==> src/port_power_map.vh <==
`ifndef PORT_POWER_MAP_VH
`define PORT_POWER_MAP_VH

// ****************************************
// clock and timing
// ****************************************
`define CLK_HZ 20000000
`define MASK_TIME_US 1000
`define BLANK_TIME_US 5000
`define MASK_CYCLES 24'h004E20
`define BLANK_CYCLES 24'h0186A0

// ****************************************
// register byte offsets
// ****************************************
`define CTRL_OFS 4'h0
`define LIMIT_OFS 4'h4
`define STATUS_OFS 4'h8
`define REARM_OFS 4'hC

// ****************************************
// control register fields
// ****************************************
`define CTRL_IGNORE_PINS 0
`define CTRL_SW_MODE_A 1
`define CTRL_SW_MODE_B 2
`define CTRL_SW_EMUL 3
`define CTRL_SW_POWER 4
`define CTRL_SW_HOLD 5
`define CTRL_SW_DETECT 6
`define CTRL_DS_DEDICATED 7
`define CTRL_DS_EMUL 8
`define CTRL_DS_DETECT 9
`define CTRL_ALERT_MASK 10
`define CTRL_LINK_LOW 11
`define CTRL_LINK_THERM 12
`define CTRL_RATION_LO 13
`define CTRL_RATION_HI 14
`define CTRL_WIDTH 15
`define CTRL_RESET 15'h0000
`define LIMIT_RESET 3'h7

// ****************************************
// power states
// ****************************************
`define ST_SLEEP 2'h0
`define ST_DETECT 2'h1
`define ST_ACTIVE 2'h2
`define ST_ERROR 2'h3

// ****************************************
// pin sample vector
// ****************************************
`define PIN_W 26

`endif

==> src/usb_port_power_ctrl_logic.v <==
// Local design decisions: the register addresses and the Avalon-MM slave port.
`timescale 1ns/100ps
`default_nettype none
`include "port_power_map.vh"

module usb_port_power_ctrl_logic #(
    parameter [23:0] MASK_CYCLES = `MASK_CYCLES,
    parameter [23:0] BLANK_CYCLES = `BLANK_CYCLES
) (
    // clock and reset
    input wire clk,
    input wire rst,
    // avalon-mm slave
    input wire [3:0] address,
    input wire read,
    input wire write,
    input wire [31:0] writedata,
    output reg [31:0] readdata,
    output wire waitrequest,
    // control pins
    input wire power_enable_ctl,
    input wire polaritySelect,
    input wire mode_select_a,
    input wire mode_select_b,
    input wire emulation_enable,
    input wire faultHoldPin,
    input wire detect_enable,
    input wire [3:0] comm_and_limit_select,
    // analog monitors and events
    input wire source_overvoltage_level,
    input wire sourceUndervoltage,
    input wire coreSupplyOk,
    input wire thermalShutdown,
    input wire overCurrent,
    input wire backDrive,
    input wire attachEvent,
    input wire removalEvent,
    input wire chargingActive,
    input wire low_draw_flag,
    input wire thermal_reg_flag,
    input wire rationReached,
    input wire busDischarging,
    input wire emulatingNonCdp,
    input wire dedicatedCharger,
    // switches
    output reg portSwitchOn,
    output reg dataSwitchOn,
    // open-drain indications, driven low while enable is high
    output wire alertOut,
    output reg alertOe,
    output wire attachOut,
    output reg attach_flag_n_oe,
    output wire chargingOut,
    output reg charging_flag_n_oe,
    // status to the rest of the chip
    output reg [2:0] current_limit,
    output reg [11:0] limitMa,
    output reg smbusAddrSel,
    output reg faultHoldSel,
    output reg [1:0] powerState
);

    // ****************************************
    // functions
    // ****************************************
    function [11:0] decodeMa;
        input [2:0] code;
        begin
            case (code)
                3'h0: decodeMa = 12'h23A;
                3'h1: decodeMa = 12'h3E8;
                3'h2: decodeMa = 12'h46A;
                3'h3: decodeMa = 12'h546;
                3'h4: decodeMa = 12'h690;
                3'h5: decodeMa = 12'h802;
                3'h6: decodeMa = 12'h8E8;
                default: decodeMa = 12'hB22;
            endcase
        end
    endfunction

    // pin with its software bit, per the comm mode
    function pickCtl;
        input smb;
        input ign;
        input pin;
        input sw;
        begin
            if (!smb) begin
                pickCtl = pin;
            end else if (ign) begin
                pickCtl = sw;
            end else begin
                pickCtl = pin | sw;
            end
        end
    endfunction

    // ****************************************
    // input synchronisers
    // ****************************************
    wire [`PIN_W-1:0] pinRaw = {power_enable_ctl, polaritySelect,
        mode_select_a, mode_select_b, emulation_enable, faultHoldPin,
        detect_enable, comm_and_limit_select, source_overvoltage_level,
        sourceUndervoltage, coreSupplyOk, thermalShutdown, overCurrent,
        backDrive, attachEvent, removalEvent, chargingActive, low_draw_flag,
        thermal_reg_flag, rationReached, busDischarging, emulatingNonCdp,
        dedicatedCharger};
    reg [`PIN_W-1:0] syncA_reg;
    reg [`PIN_W-1:0] syncB_reg;

    always @(posedge clk or posedge rst) begin
        if (rst) begin
            syncA_reg <= {`PIN_W{1'b0}};
            syncB_reg <= {`PIN_W{1'b0}};
        end else begin
            syncA_reg <= pinRaw;
            syncB_reg <= syncA_reg;
        end
    end

    wire pwrPin = syncB_reg[25];
    wire polPin = syncB_reg[24];
    wire modeAPin = syncB_reg[23];
    wire modeBPin = syncB_reg[22];
    wire emulPin = syncB_reg[21];
    wire holdPin = syncB_reg[20];
    wire detPin = syncB_reg[19];
    wire [3:0] selCode = syncB_reg[18:15];
    wire ovLevel = syncB_reg[14];
    wire uvlo = syncB_reg[13];
    wire coreOk = syncB_reg[12];
    wire tsd = syncB_reg[11];
    wire ocLevel = syncB_reg[10];
    wire bdLevel = syncB_reg[9];
    wire attachEv = syncB_reg[8];
    wire removalEv = syncB_reg[7];
    wire chargeAct = syncB_reg[6];
    wire lowDraw = syncB_reg[5];
    wire thermReg = syncB_reg[4];
    wire rationHit = syncB_reg[3];
    wire discharging = syncB_reg[2];
    wire emulNonCdp = syncB_reg[1];
    wire dedicated = syncB_reg[0];

    // ****************************************
    // power-up capture and blanking
    // ****************************************
    // capture waits for synchronised pins, two edges after release
    reg [1:0] capCnt_reg;
    reg captured_reg;
    reg polarity_reg;
    reg smbusMode_reg;
    reg [2:0] hwLimit_reg;
    reg [23:0] blankCnt_reg;
    wire blanking = blankCnt_reg != BLANK_CYCLES;

    always @(posedge clk or posedge rst) begin
        if (rst) begin
            capCnt_reg <= 2'h0;
            captured_reg <= 1'b0;
            polarity_reg <= 1'b1;
            smbusMode_reg <= 1'b0;
            hwLimit_reg <= 3'h0;
            blankCnt_reg <= 24'h000000;
        end else begin
            if (blanking) begin
                blankCnt_reg <= blankCnt_reg + 24'h000001;
            end
            if (capCnt_reg != 2'h2) begin
                capCnt_reg <= capCnt_reg + 2'h1;
            end else if (!captured_reg) begin
                captured_reg <= 1'b1;
                polarity_reg <= polPin;
                hwLimit_reg <= selCode[2:0];
                smbusMode_reg <= selCode[3];
            end
        end
    end

    // ****************************************
    // register file
    // ****************************************
    reg [`CTRL_WIDTH-1:0] ctrl_reg;
    reg [2:0] swLimit_reg;
    reg respond_reg;
    wire take = (read | write) & respond_reg;
    wire rearmWrite = take & write & (address == `REARM_OFS) & writedata[0];
    wire [31:0] statusWord;

    // one wait cycle per access; readdata set up during the wait
    assign waitrequest = (read | write) & ~respond_reg;

    always @(posedge clk or posedge rst) begin
        if (rst) begin
            respond_reg <= 1'b0;
            readdata <= 32'h00000000;
            ctrl_reg <= `CTRL_RESET;
            swLimit_reg <= `LIMIT_RESET;
        end else begin
            respond_reg <= (read | write) & ~respond_reg;
            if (read & ~respond_reg) begin
                case (address)
                    `CTRL_OFS: readdata <= {17'h00000, ctrl_reg};
                    `LIMIT_OFS: readdata <= {29'h00000000, swLimit_reg};
                    `STATUS_OFS: readdata <= statusWord;
                    default: readdata <= 32'h00000000;
                endcase
            end
            if (take & write & (address == `CTRL_OFS)) begin
                ctrl_reg <= writedata[`CTRL_WIDTH-1:0];
            end
            if (take & write & (address == `LIMIT_OFS)) begin
                swLimit_reg <= writedata[2:0];
            end
        end
    end

    wire ignorePins = ctrl_reg[`CTRL_IGNORE_PINS];

    // ****************************************
    // effective controls
    // ****************************************
    // apply enable polarity
    wire pwrPinEff = polarity_reg ? pwrPin : ~pwrPin;
    wire pwrEn = captured_reg & pickCtl(smbusMode_reg, ignorePins,
        pwrPinEff, ctrl_reg[`CTRL_SW_POWER]);
    wire modeA = pickCtl(smbusMode_reg, ignorePins, modeAPin,
        ctrl_reg[`CTRL_SW_MODE_A]);
    wire modeB = pickCtl(smbusMode_reg, ignorePins, modeBPin,
        ctrl_reg[`CTRL_SW_MODE_B]);
    wire emul = pickCtl(smbusMode_reg, ignorePins, emulPin,
        ctrl_reg[`CTRL_SW_EMUL]);
    wire modesZero = ~(modeA | modeB | emul);
    wire detEn = smbusMode_reg ? ctrl_reg[`CTRL_SW_DETECT] : detPin;
    wire detectOn = detEn & ~(modesZero & pwrEn);

    always @(posedge clk or posedge rst) begin
        if (rst) begin
            faultHoldSel <= 1'b0;
            smbusAddrSel <= 1'b0;
        end else begin
            faultHoldSel <= smbusMode_reg ? ctrl_reg[`CTRL_SW_HOLD] : holdPin;
            smbusAddrSel <= smbusMode_reg & polarity_reg;
        end
    end

    // ****************************************
    // fault filtering
    // ****************************************
    reg [23:0] ovCnt_reg;
    reg [23:0] faultCnt_reg;
    wire ovPersist = ovCnt_reg == MASK_CYCLES;
    wire faultPersist = faultCnt_reg == MASK_CYCLES;

    always @(posedge clk or posedge rst) begin
        if (rst) begin
            ovCnt_reg <= 24'h000000;
            faultCnt_reg <= 24'h000000;
        end else begin
            if (!ovLevel) begin
                ovCnt_reg <= 24'h000000;
            end else if (!ovPersist) begin
                ovCnt_reg <= ovCnt_reg + 24'h000001;
            end
            if (!(ocLevel | bdLevel)) begin
                faultCnt_reg <= 24'h000000;
            end else if (!faultPersist) begin
                faultCnt_reg <= faultCnt_reg + 24'h000001;
            end
        end
    end

    wire errorCause = ovPersist | faultPersist | tsd;

    // ****************************************
    // power state machine
    // ****************************************
    reg [1:0] state_reg;
    reg [1:0] state_next;
    reg attached_reg;
    reg rearm_reg;
    reg pwrEnDly_reg;
    wire canActive = ~uvlo & pwrEn & ~modesZero & (~detEn | attached_reg);
    wire [1:0] homeState = canActive ? `ST_ACTIVE :
        (detectOn ? `ST_DETECT : `ST_SLEEP);
    // latched faults need a rearm or a removal event; auto-recovery only needs causes gone
    wire errorExit = ~errorCause & (~faultHoldSel | rearm_reg | removalEv);

    always @* begin
        state_next = state_reg;
        case (state_reg)
            `ST_ACTIVE: begin
                if (errorCause) begin
                    state_next = `ST_ERROR;
                end else begin
                    state_next = homeState;
                end
            end
            `ST_DETECT: begin
                if (tsd | faultPersist) begin
                    state_next = `ST_ERROR;
                end else begin
                    state_next = homeState;
                end
            end
            `ST_SLEEP: begin
                if (faultPersist) begin
                    state_next = `ST_ERROR;
                end else begin
                    state_next = homeState;
                end
            end
            `ST_ERROR: begin
                if (errorExit) begin
                    state_next = homeState;
                end
            end
            default: state_next = `ST_SLEEP;
        endcase
    end

    always @(posedge clk or posedge rst) begin
        if (rst) begin
            state_reg <= `ST_SLEEP;
            attached_reg <= 1'b0;
            rearm_reg <= 1'b0;
            pwrEnDly_reg <= 1'b0;
        end else begin
            state_reg <= state_next;
            pwrEnDly_reg <= pwrEn;
            // set wins over clear when both land together
            if (rearmWrite | (pwrEnDly_reg & ~pwrEn)) begin
                rearm_reg <= 1'b1;
            end else if (state_reg != `ST_ERROR) begin
                rearm_reg <= 1'b0;
            end
            // hold attach until removal, detection off, or a move to sleep
            if (attachEv & detectOn) begin
                attached_reg <= 1'b1;
            end else if (removalEv | ~detectOn |
                (state_next == `ST_SLEEP)) begin
                attached_reg <= 1'b0;
            end
        end
    end

    // ****************************************
    // switches and current limit
    // ****************************************
    wire inActive = state_reg == `ST_ACTIVE;
    wire [2:0] clampLimit = (swLimit_reg > hwLimit_reg) ? hwLimit_reg :
        swLimit_reg;
    wire [2:0] effLimit = smbusMode_reg ? clampLimit : hwLimit_reg;
    wire dsBlocked = (emulNonCdp & ~ctrl_reg[`CTRL_DS_EMUL]) |
        (dedicated & ~ctrl_reg[`CTRL_DS_DEDICATED]);

    always @(posedge clk or posedge rst) begin
        if (rst) begin
            portSwitchOn <= 1'b0;
            dataSwitchOn <= 1'b0;
            current_limit <= 3'h0;
            limitMa <= 12'h000;
            powerState <= `ST_SLEEP;
        end else begin
            portSwitchOn <= inActive & pwrEn & ~discharging & ~errorCause;
            dataSwitchOn <= coreOk & ((inActive & ~dsBlocked) |
                ((state_reg == `ST_DETECT) & ctrl_reg[`CTRL_DS_DETECT]));
            current_limit <= effLimit;
            limitMa <= decodeMa(effLimit);
            powerState <= state_reg;
        end
    end

    // ****************************************
    // open-drain indications
    // ****************************************
    // alert sources
    wire alertCond = ((state_reg == `ST_ERROR) &
        ~ctrl_reg[`CTRL_ALERT_MASK]) |
        (lowDraw & ctrl_reg[`CTRL_LINK_LOW]) |
        (thermReg & ctrl_reg[`CTRL_LINK_THERM]) |
        (rationHit & (ctrl_reg[`CTRL_RATION_HI:`CTRL_RATION_LO] != 2'h0));
    wire attachCond = attached_reg | (inActive & ~detEn);

    assign alertOut = 1'b0;
    assign attachOut = 1'b0;
    assign chargingOut = 1'b0;

    always @(posedge clk or posedge rst) begin
        if (rst) begin
            alertOe <= 1'b0;
            attach_flag_n_oe <= 1'b0;
            charging_flag_n_oe <= 1'b0;
        end else begin
            alertOe <= ~blanking & alertCond;
            attach_flag_n_oe <= ~blanking & attachCond;
            charging_flag_n_oe <= ~blanking & chargeAct;
        end
    end

    assign statusWord = {4'h0, decodeMa(effLimit), 2'h0, blanking,
        alertCond, rearm_reg, effLimit, hwLimit_reg, smbusMode_reg,
        polarity_reg, attached_reg, state_reg};

endmodule // usb_port_power_ctrl_logic

`default_nettype wire

==> config.mk <==
export PLATFORM = sky130hd
export DESIGN_NAME = usb_port_power_ctrl_logic
export DESIGN_NICKNAME = d
export VERILOG_FILES = /design/src/usb_port_power_ctrl_logic.v
export VERILOG_INCLUDE_DIRS = /design/src
export SDC_FILE = /design/constraint.sdc
export NUM_CORES = 1
export LEC_CHECK = 0
export BUFFER_PORTS_ARGS = -buffer_cell sky130_fd_sc_hd__buf_4
export CAP_MARGIN = 5
export CORE_MARGIN = 4
export CORE_UTILIZATION = 51
export CTS_CLUSTER_SIZE = 28
export DETAILED_ROUTE_END_ITERATION = 10
export PLACE_DENSITY = 0.83
export SLEW_MARGIN = 10
export SYNTH_ARGS = -nofsm -noshare
export SYNTH_HDL_FRONTEND = slang
export SYNTH_SLANG_ARGS = --single-unit
==> constraint.sdc <==
create_clock -name clk -period 6.3 [get_ports clk]
set_input_delay 0.63 -clock clk [delete_from_list [all_inputs] [get_ports clk]]
set_output_delay 0.63 -clock clk [all_outputs]
set_load 0.02 [all_outputs]
After elaboration in Yosys (flattened, before gate mapping)
Cells that the tools add are included.
- muxes and demuxes: 30
- reductions and logical operators: 8
- eq/ne operators: 19
- order comparisons: 1
- add/sub/neg operators: 4
- bitwise logic cells: 75
- operator list (operator ; number):
    two-way mux 24 bit ; 4
    case mux 12 bit (7 select lines) ; 1
    case mux 28 bit (3 select lines) ; 1
    adder 24 x 1 -> 24 bit, second input constant ; 3
    == test 24 x 15 -> 1 bit, second input constant ; 2
    bitwise AND 1 bit ; 34
    != test 24 x 17 -> 1 bit, second input constant ; 1
    OR 1 bit ; 23
    NOT 1 bit ; 18
    two-way mux 1 bit ; 16
    two-way mux 2 bit ; 5
    == test 3 bit, second input constant ; 3
    == test 4 bit, second input constant ; 2
    != test 2 bit, second input constant ; 4
    case mux 2 bit (4 select lines) ; 1
    == test 3 x 2 -> 1 bit, second input constant ; 2
    two-way mux 3 bit ; 2
    nonzero test 2 bit ; 3
    == test 2 bit, second input constant ; 2
    == test 4 x 3 -> 1 bit, second input constant ; 1
    zero test 2 bit ; 2
    zero test 4 bit ; 1
    == test 3 x 1 -> 1 bit, second input constant ; 1
    greater-than comparator 3 bit ; 1
    4 further kinds ; 4
- register bits after elaboration: 212
- output and inout bits: 60
- bits of input ports: 66

Logic depth before layout (Yosys ltp)
- depth in word-level cells: 17
- mapped depth: 8
- mapped depth without buffers: 8

Least setup slack after synthesis
No wires, ideal clock.
- path type: flip-flop to flip-flop
- start: reg swLimit_reg[0]
- end: reg readdata[26]
- path buffers: 0
- data required time: 6.179 ns
- slack: 3.900 ns
- stages on the path, launching flop included: 9
- data arrival time: 2.279 ns
- path through: dfstp_2 inv_1 ha_1 and4_1 a31oi_2 mux2i_2 inv_2 mux2_1 a22o_1
- word-level cells in the longest chain between the ends: 6
- elaborated cells on any way between the ends: 12
- classes of those cells: 1 x order compare; 6 x eq/ne; 4 x mux; 1 x reduce/logical
- ends and longest elaborated chain (item ; line ; source):
    from (decl) ; usb_port_power_ctrl_logic.v:185 ; reg [2:0] swLimit_reg;
    from (signal assigned) ; usb_port_power_ctrl_logic.v:199 ; swLimit_reg <= `LIMIT_RESET;
    from (signal assigned) ; usb_port_power_ctrl_logic.v:214 ; swLimit_reg <= writedata[2:0];
    greater-than comparator 3 bit * ; usb_port_power_ctrl_logic.v:352 ; wire [2:0] clampLimit = (swLimit_reg > hwLimit_reg) ? hwLimit_reg :
    two-way mux 3 bit * ; usb_port_power_ctrl_logic.v:352 ;
    two-way mux 3 bit * ; usb_port_power_ctrl_logic.v:354 ; wire [2:0] effLimit = smbusMode_reg ? clampLimit : hwLimit_reg;
    named net effLimit[1] ; usb_port_power_ctrl_logic.v:354 ;
    == test 3 bit (tied with other cells) ; usb_port_power_ctrl_logic.v:69 ; case (code)
    case mux 12 bit (7 select lines) * ; usb_port_power_ctrl_logic.v:69 ;
    named net statusWord[26] ; usb_port_power_ctrl_logic.v:189 ; wire [31:0] statusWord;
    case mux 28 bit (3 select lines) * ; usb_port_power_ctrl_logic.v:203 ; case (address)
    to (signal assigned) ; usb_port_power_ctrl_logic.v:204 ; `CTRL_OFS: readdata <= {17'h00000, ctrl_reg};
    to (signal assigned) ; usb_port_power_ctrl_logic.v:205 ; `LIMIT_OFS: readdata <= {29'h00000000, swLimit_reg};
    to (signal assigned) ; usb_port_power_ctrl_logic.v:206 ; `STATUS_OFS: readdata <= statusWord;
    to (decl) ; usb_port_power_ctrl_logic.v:18 ; output reg [31:0] readdata,
The timed path passes the listed nets; every way through them passes the cells marked *.
A chain may end at the register's enable or synchronous reset.

Worst setup path in the final report
Ends and elaborated chain as after synthesis.

==> flow_summary.json <==
{
  "status": "complete, no violations",
  "fmax_ghz": 0.381,
  "slew_headroom_pct": 33.3,
  "start_util_pct": 52.7,
  "grt_overflow": 0,
  "synth-async-reset-ratio_pct": 100,
  "initialDrtViolationCount": 262,
  "setup_ws_ps": 3670,
  "yosys-top-cells-area": "dfrtp_1 59%, xnor2_1 4.6%, nand2_1 2.3%",
  "root_buffer": "clkbuf_16",
  "r2r_start": "swLimit_reg[0]",
  "crit_chain": "inv_1 > ha_1 > and4_1 > a31oi_2 > mux2i_2 > inv_2 > mux2_1 > a22o_1",
  "dp_hpwl_microns": 11500,
  "yosys_warnings": 0,
  "clkTransAtPathRegs_ps": 70,
  "synth_top_area_share_pct": 59.4,
  "vias_per_cell": 5.45,
  "cts_buffer_depth": 3,
  "drc_errors": 0,
  "avgRoutedWirePerCell_microns": 16.5,
  "vdd_drop_max_uv": 237,
  "cp_slowest_cell": "dfstp_2",
  "antenna_found_initial": 0,
  "whs_endpoint": "syncA_reg[24]",
  "finalWeightedCongestion": 0.812,
  "ys_types": 61,
  "hold_viol_final": 0,
  "rsz0062_at_grt": "no",
  "synth-seq-cells": 205,
  "place_ws_ps": 3700,
  "hp-class": "in -> reg",
  "final_cells": 1057,
  "worstPathMaxFanout": 8,
  "r2r_cells": 8,
  "fin_tns_setup_ps": 0,
  "worst_slew_pin_slew_ps": 999,
  "p_per_area_nw_per_um2": 312,
  "synthesis.area_sq_um": 8470,
  "insertion_delay_ps": 490,
  "drive_gt1_share_pct": 20.7,
  "cts_buffers": 22,
  "cp_data_arrival_time_ps": 3000,
  "hold_start": "polaritySelect",
  "syn_avg_cell_area_sq_um": 11.7,
  "fp.dieW_microns": 137,
  "ant_nets": 0,
  "synthCells": 721,
  "required_ps": 6680,
  "cts_tree": "done",
  "finClkSkew_ps": 10.1,
  "grt_pass1_vias": 5815,
  "rows": 46,
  "r2r-end": "readdata[26]",
  "grt_pass1_wl_microns": 28800,
  "period_needed_ps": 2630,
  "synth_top_flop_cell": "dfrtp_1",
  "slew_violations": 0,
  "core_sq_um": 16100,
  "regToRegSetupSlack_ps": 3670,
  "cts_resized": 0,
  "yosys.area.top_type": "dfrtp_1",
  "vias": 5759,
  "power_leakage_nw": 4.66,
  "critPathLaunchType": "flop",
  "grt_max_degree": 147,
  "area_growth_pct": 20.0,
  "drt_pass1_iterations": 4,
  "hold_depth": 1,
  "fin_nets": 901,
  "holdBufCountCts": 0,
  "layout_worst_path_cycle_share_pct": 41.7,
  "synth-edff-count": 0,
  "criticalPathCategory": "reg -> reg",
  "port_buffers": 98,
  "cts_sinks": 205,
  "n_antenna_cell": 0,
  "setup_violations": 0,
  "slowest_delay_ps": 600,
  "end_kind": "flop",
  "place_inst": 1017,
  "grt_usage_pct": 19.0,
  "yosysSeqAreaShare_pct": 60.6,
  "ios": 126,
  "postCtsSetupBuffers": 0,
  "die_h_microns": 137,
  "htree_levels": 1,
  "detail_route.wirelength_microns": 17400,
  "max_cap_violations": 0,
  "die_area_sq_um": 18700,
  "fill_cells": 1202
}
-- cells by family after synthesis --
kind of cell	Yosys count	share of synthesized area, %
and+or+nand+nor	253	16.3
other	1	0.0443
xor gates and xnor gates	64	6.62
buffers and inverters	63	3.31
muxes	37	4.83
adders and majority gates	10	1.48
AOI/OAI and AO/OA	88	6.80
DFF	205	60.6
-- cells in the final DEF (no fill, tap or decap), drive strengths merged, types with 3 or more instances in the layout --
| cell type | netlist | final |
|---|---|---|
| or3 | 10 | 10 |
| nand2b | 3 | 3 |
| o21ai | 35 | 35 |
| nor2 | 45 | 45 |
| nand3 | 25 | 25 |
| xor2 | 20 | 20 |
| nand2 | 51 | 51 |
| dfrtp | 201 | 201 |
| nand4 | 20 | 20 |
| and3 | 11 | 11 |
| clkbuf | 17 | 31 |
| nor4b | 5 | 5 |
| inv | 33 | 34 |
| nor2b | 9 | 9 |
| a22o | 8 | 8 |
| ha | 10 | 10 |
| a21oi | 14 | 14 |
| and2 | 27 | 27 |
| mux2 | 25 | 25 |
| a21boi | 3 | 3 |
| o211ai | 3 | 3 |
| conb | 1 | 10 |
| nor4 | 13 | 13 |
| buf | 13 | 101 |
| mux2i | 12 | 12 |
| and4 | 7 | 7 |
| clkinv | 0 | 5 |
| bufinv | 0 | 3 |
| a22oi | 11 | 11 |
| dfstp | 4 | 4 |
| nor3 | 16 | 16 |
| xnor2 | 44 | 44 |
-- critical path, delay by kind of cell, from the launching register on --
kind,cells,cell delay [ps]
and+or+nand+nor,1,230
DFF,1,600
buffers and inverters,2,200
AOI/OAI and AO/OA,2,470
muxes,2,760
adders and majority gates,1,260
-- report_power, final --
| part | total [mW] | switching (mW) | internal (mW) |
|---|---|---|---|
| clock network | 1.35 | 0.509 | 0.841 |
| registers | 1.49 | 0.0739 | 1.41 |
| logic | 0.338 | 0.193 | 0.144 |
-- synthesized netlist by cell type, drive strengths merged, types with 11 or more instances --
cell type / number
dfrtp: 201
nand2: 51
nor2: 45
xnor2: 44
o21ai: 35
inv: 33
and2: 27
mux2: 25
nand3: 25
nand4: 20
xor2: 20
clkbuf: 17
nor3: 16
a21oi: 14
buf: 13
nor4: 13
mux2i: 12
a22oi: 11
and3: 11
-- final cells by class --
cell class                      count  area [sq um]  share of cell area [%]
Clock inverter                      9           130                    1.28
Multi-Input combinational cell    462          3090                    30.4
Tap cell                          216           270                    2.66
Timing Repair Buffer              101           758                    7.46
Sequential cell                   205          5130                    50.5
Clock buffer                       31           646                    6.35
Inverter                           33           131                    1.29
-- metal layers --
| metal | wire length, microns | GRT usage, % | up-vias |
|---|---|---|---|
| met5 | 0 | 0 | - |
| met4 | 422 | 5.60 | 0 |
| met3 | 1140 | 3.71 | 34 |
| met2 | 8500 | 31.8 | 165 |
| met1 | 7350 | 25.3 | 2872 |
| li1 | - | - | 2688 |
-- worst max path at each step --
stage                   startpoint  cells past startpoint  slack, ps      endpoint
floorplan                      rst                      1         80       alertOe
global placement    swLimit_reg[0]                      8       3750  readdata[26]
detailed placement  swLimit_reg[0]                      8       3700  readdata[26]
CTS                 swLimit_reg[0]                      8       3680  readdata[26]
global route        swLimit_reg[0]                      8       3570  readdata[26]
finish              swLimit_reg[0]                      8       3670  readdata[26]
-- stage by stage --
stage / instance area, sq um / util (%) / hold WS [ps] / total power, mW
floorplan: 8500 / - / 331 / 1.71
global placement: 9390 / 58.4 / 333 / 1.83
detailed placement: 9390 / 58.4 / 335 / 1.84
CTS: 10200 / 63.3 / 230 / 3.20
global route: 10200 / 63.3 / 217 / 3.30
finish: 10200 / 63.3 / 243 / 3.17
No activity file was read; power rests on OpenSTA's default activity.
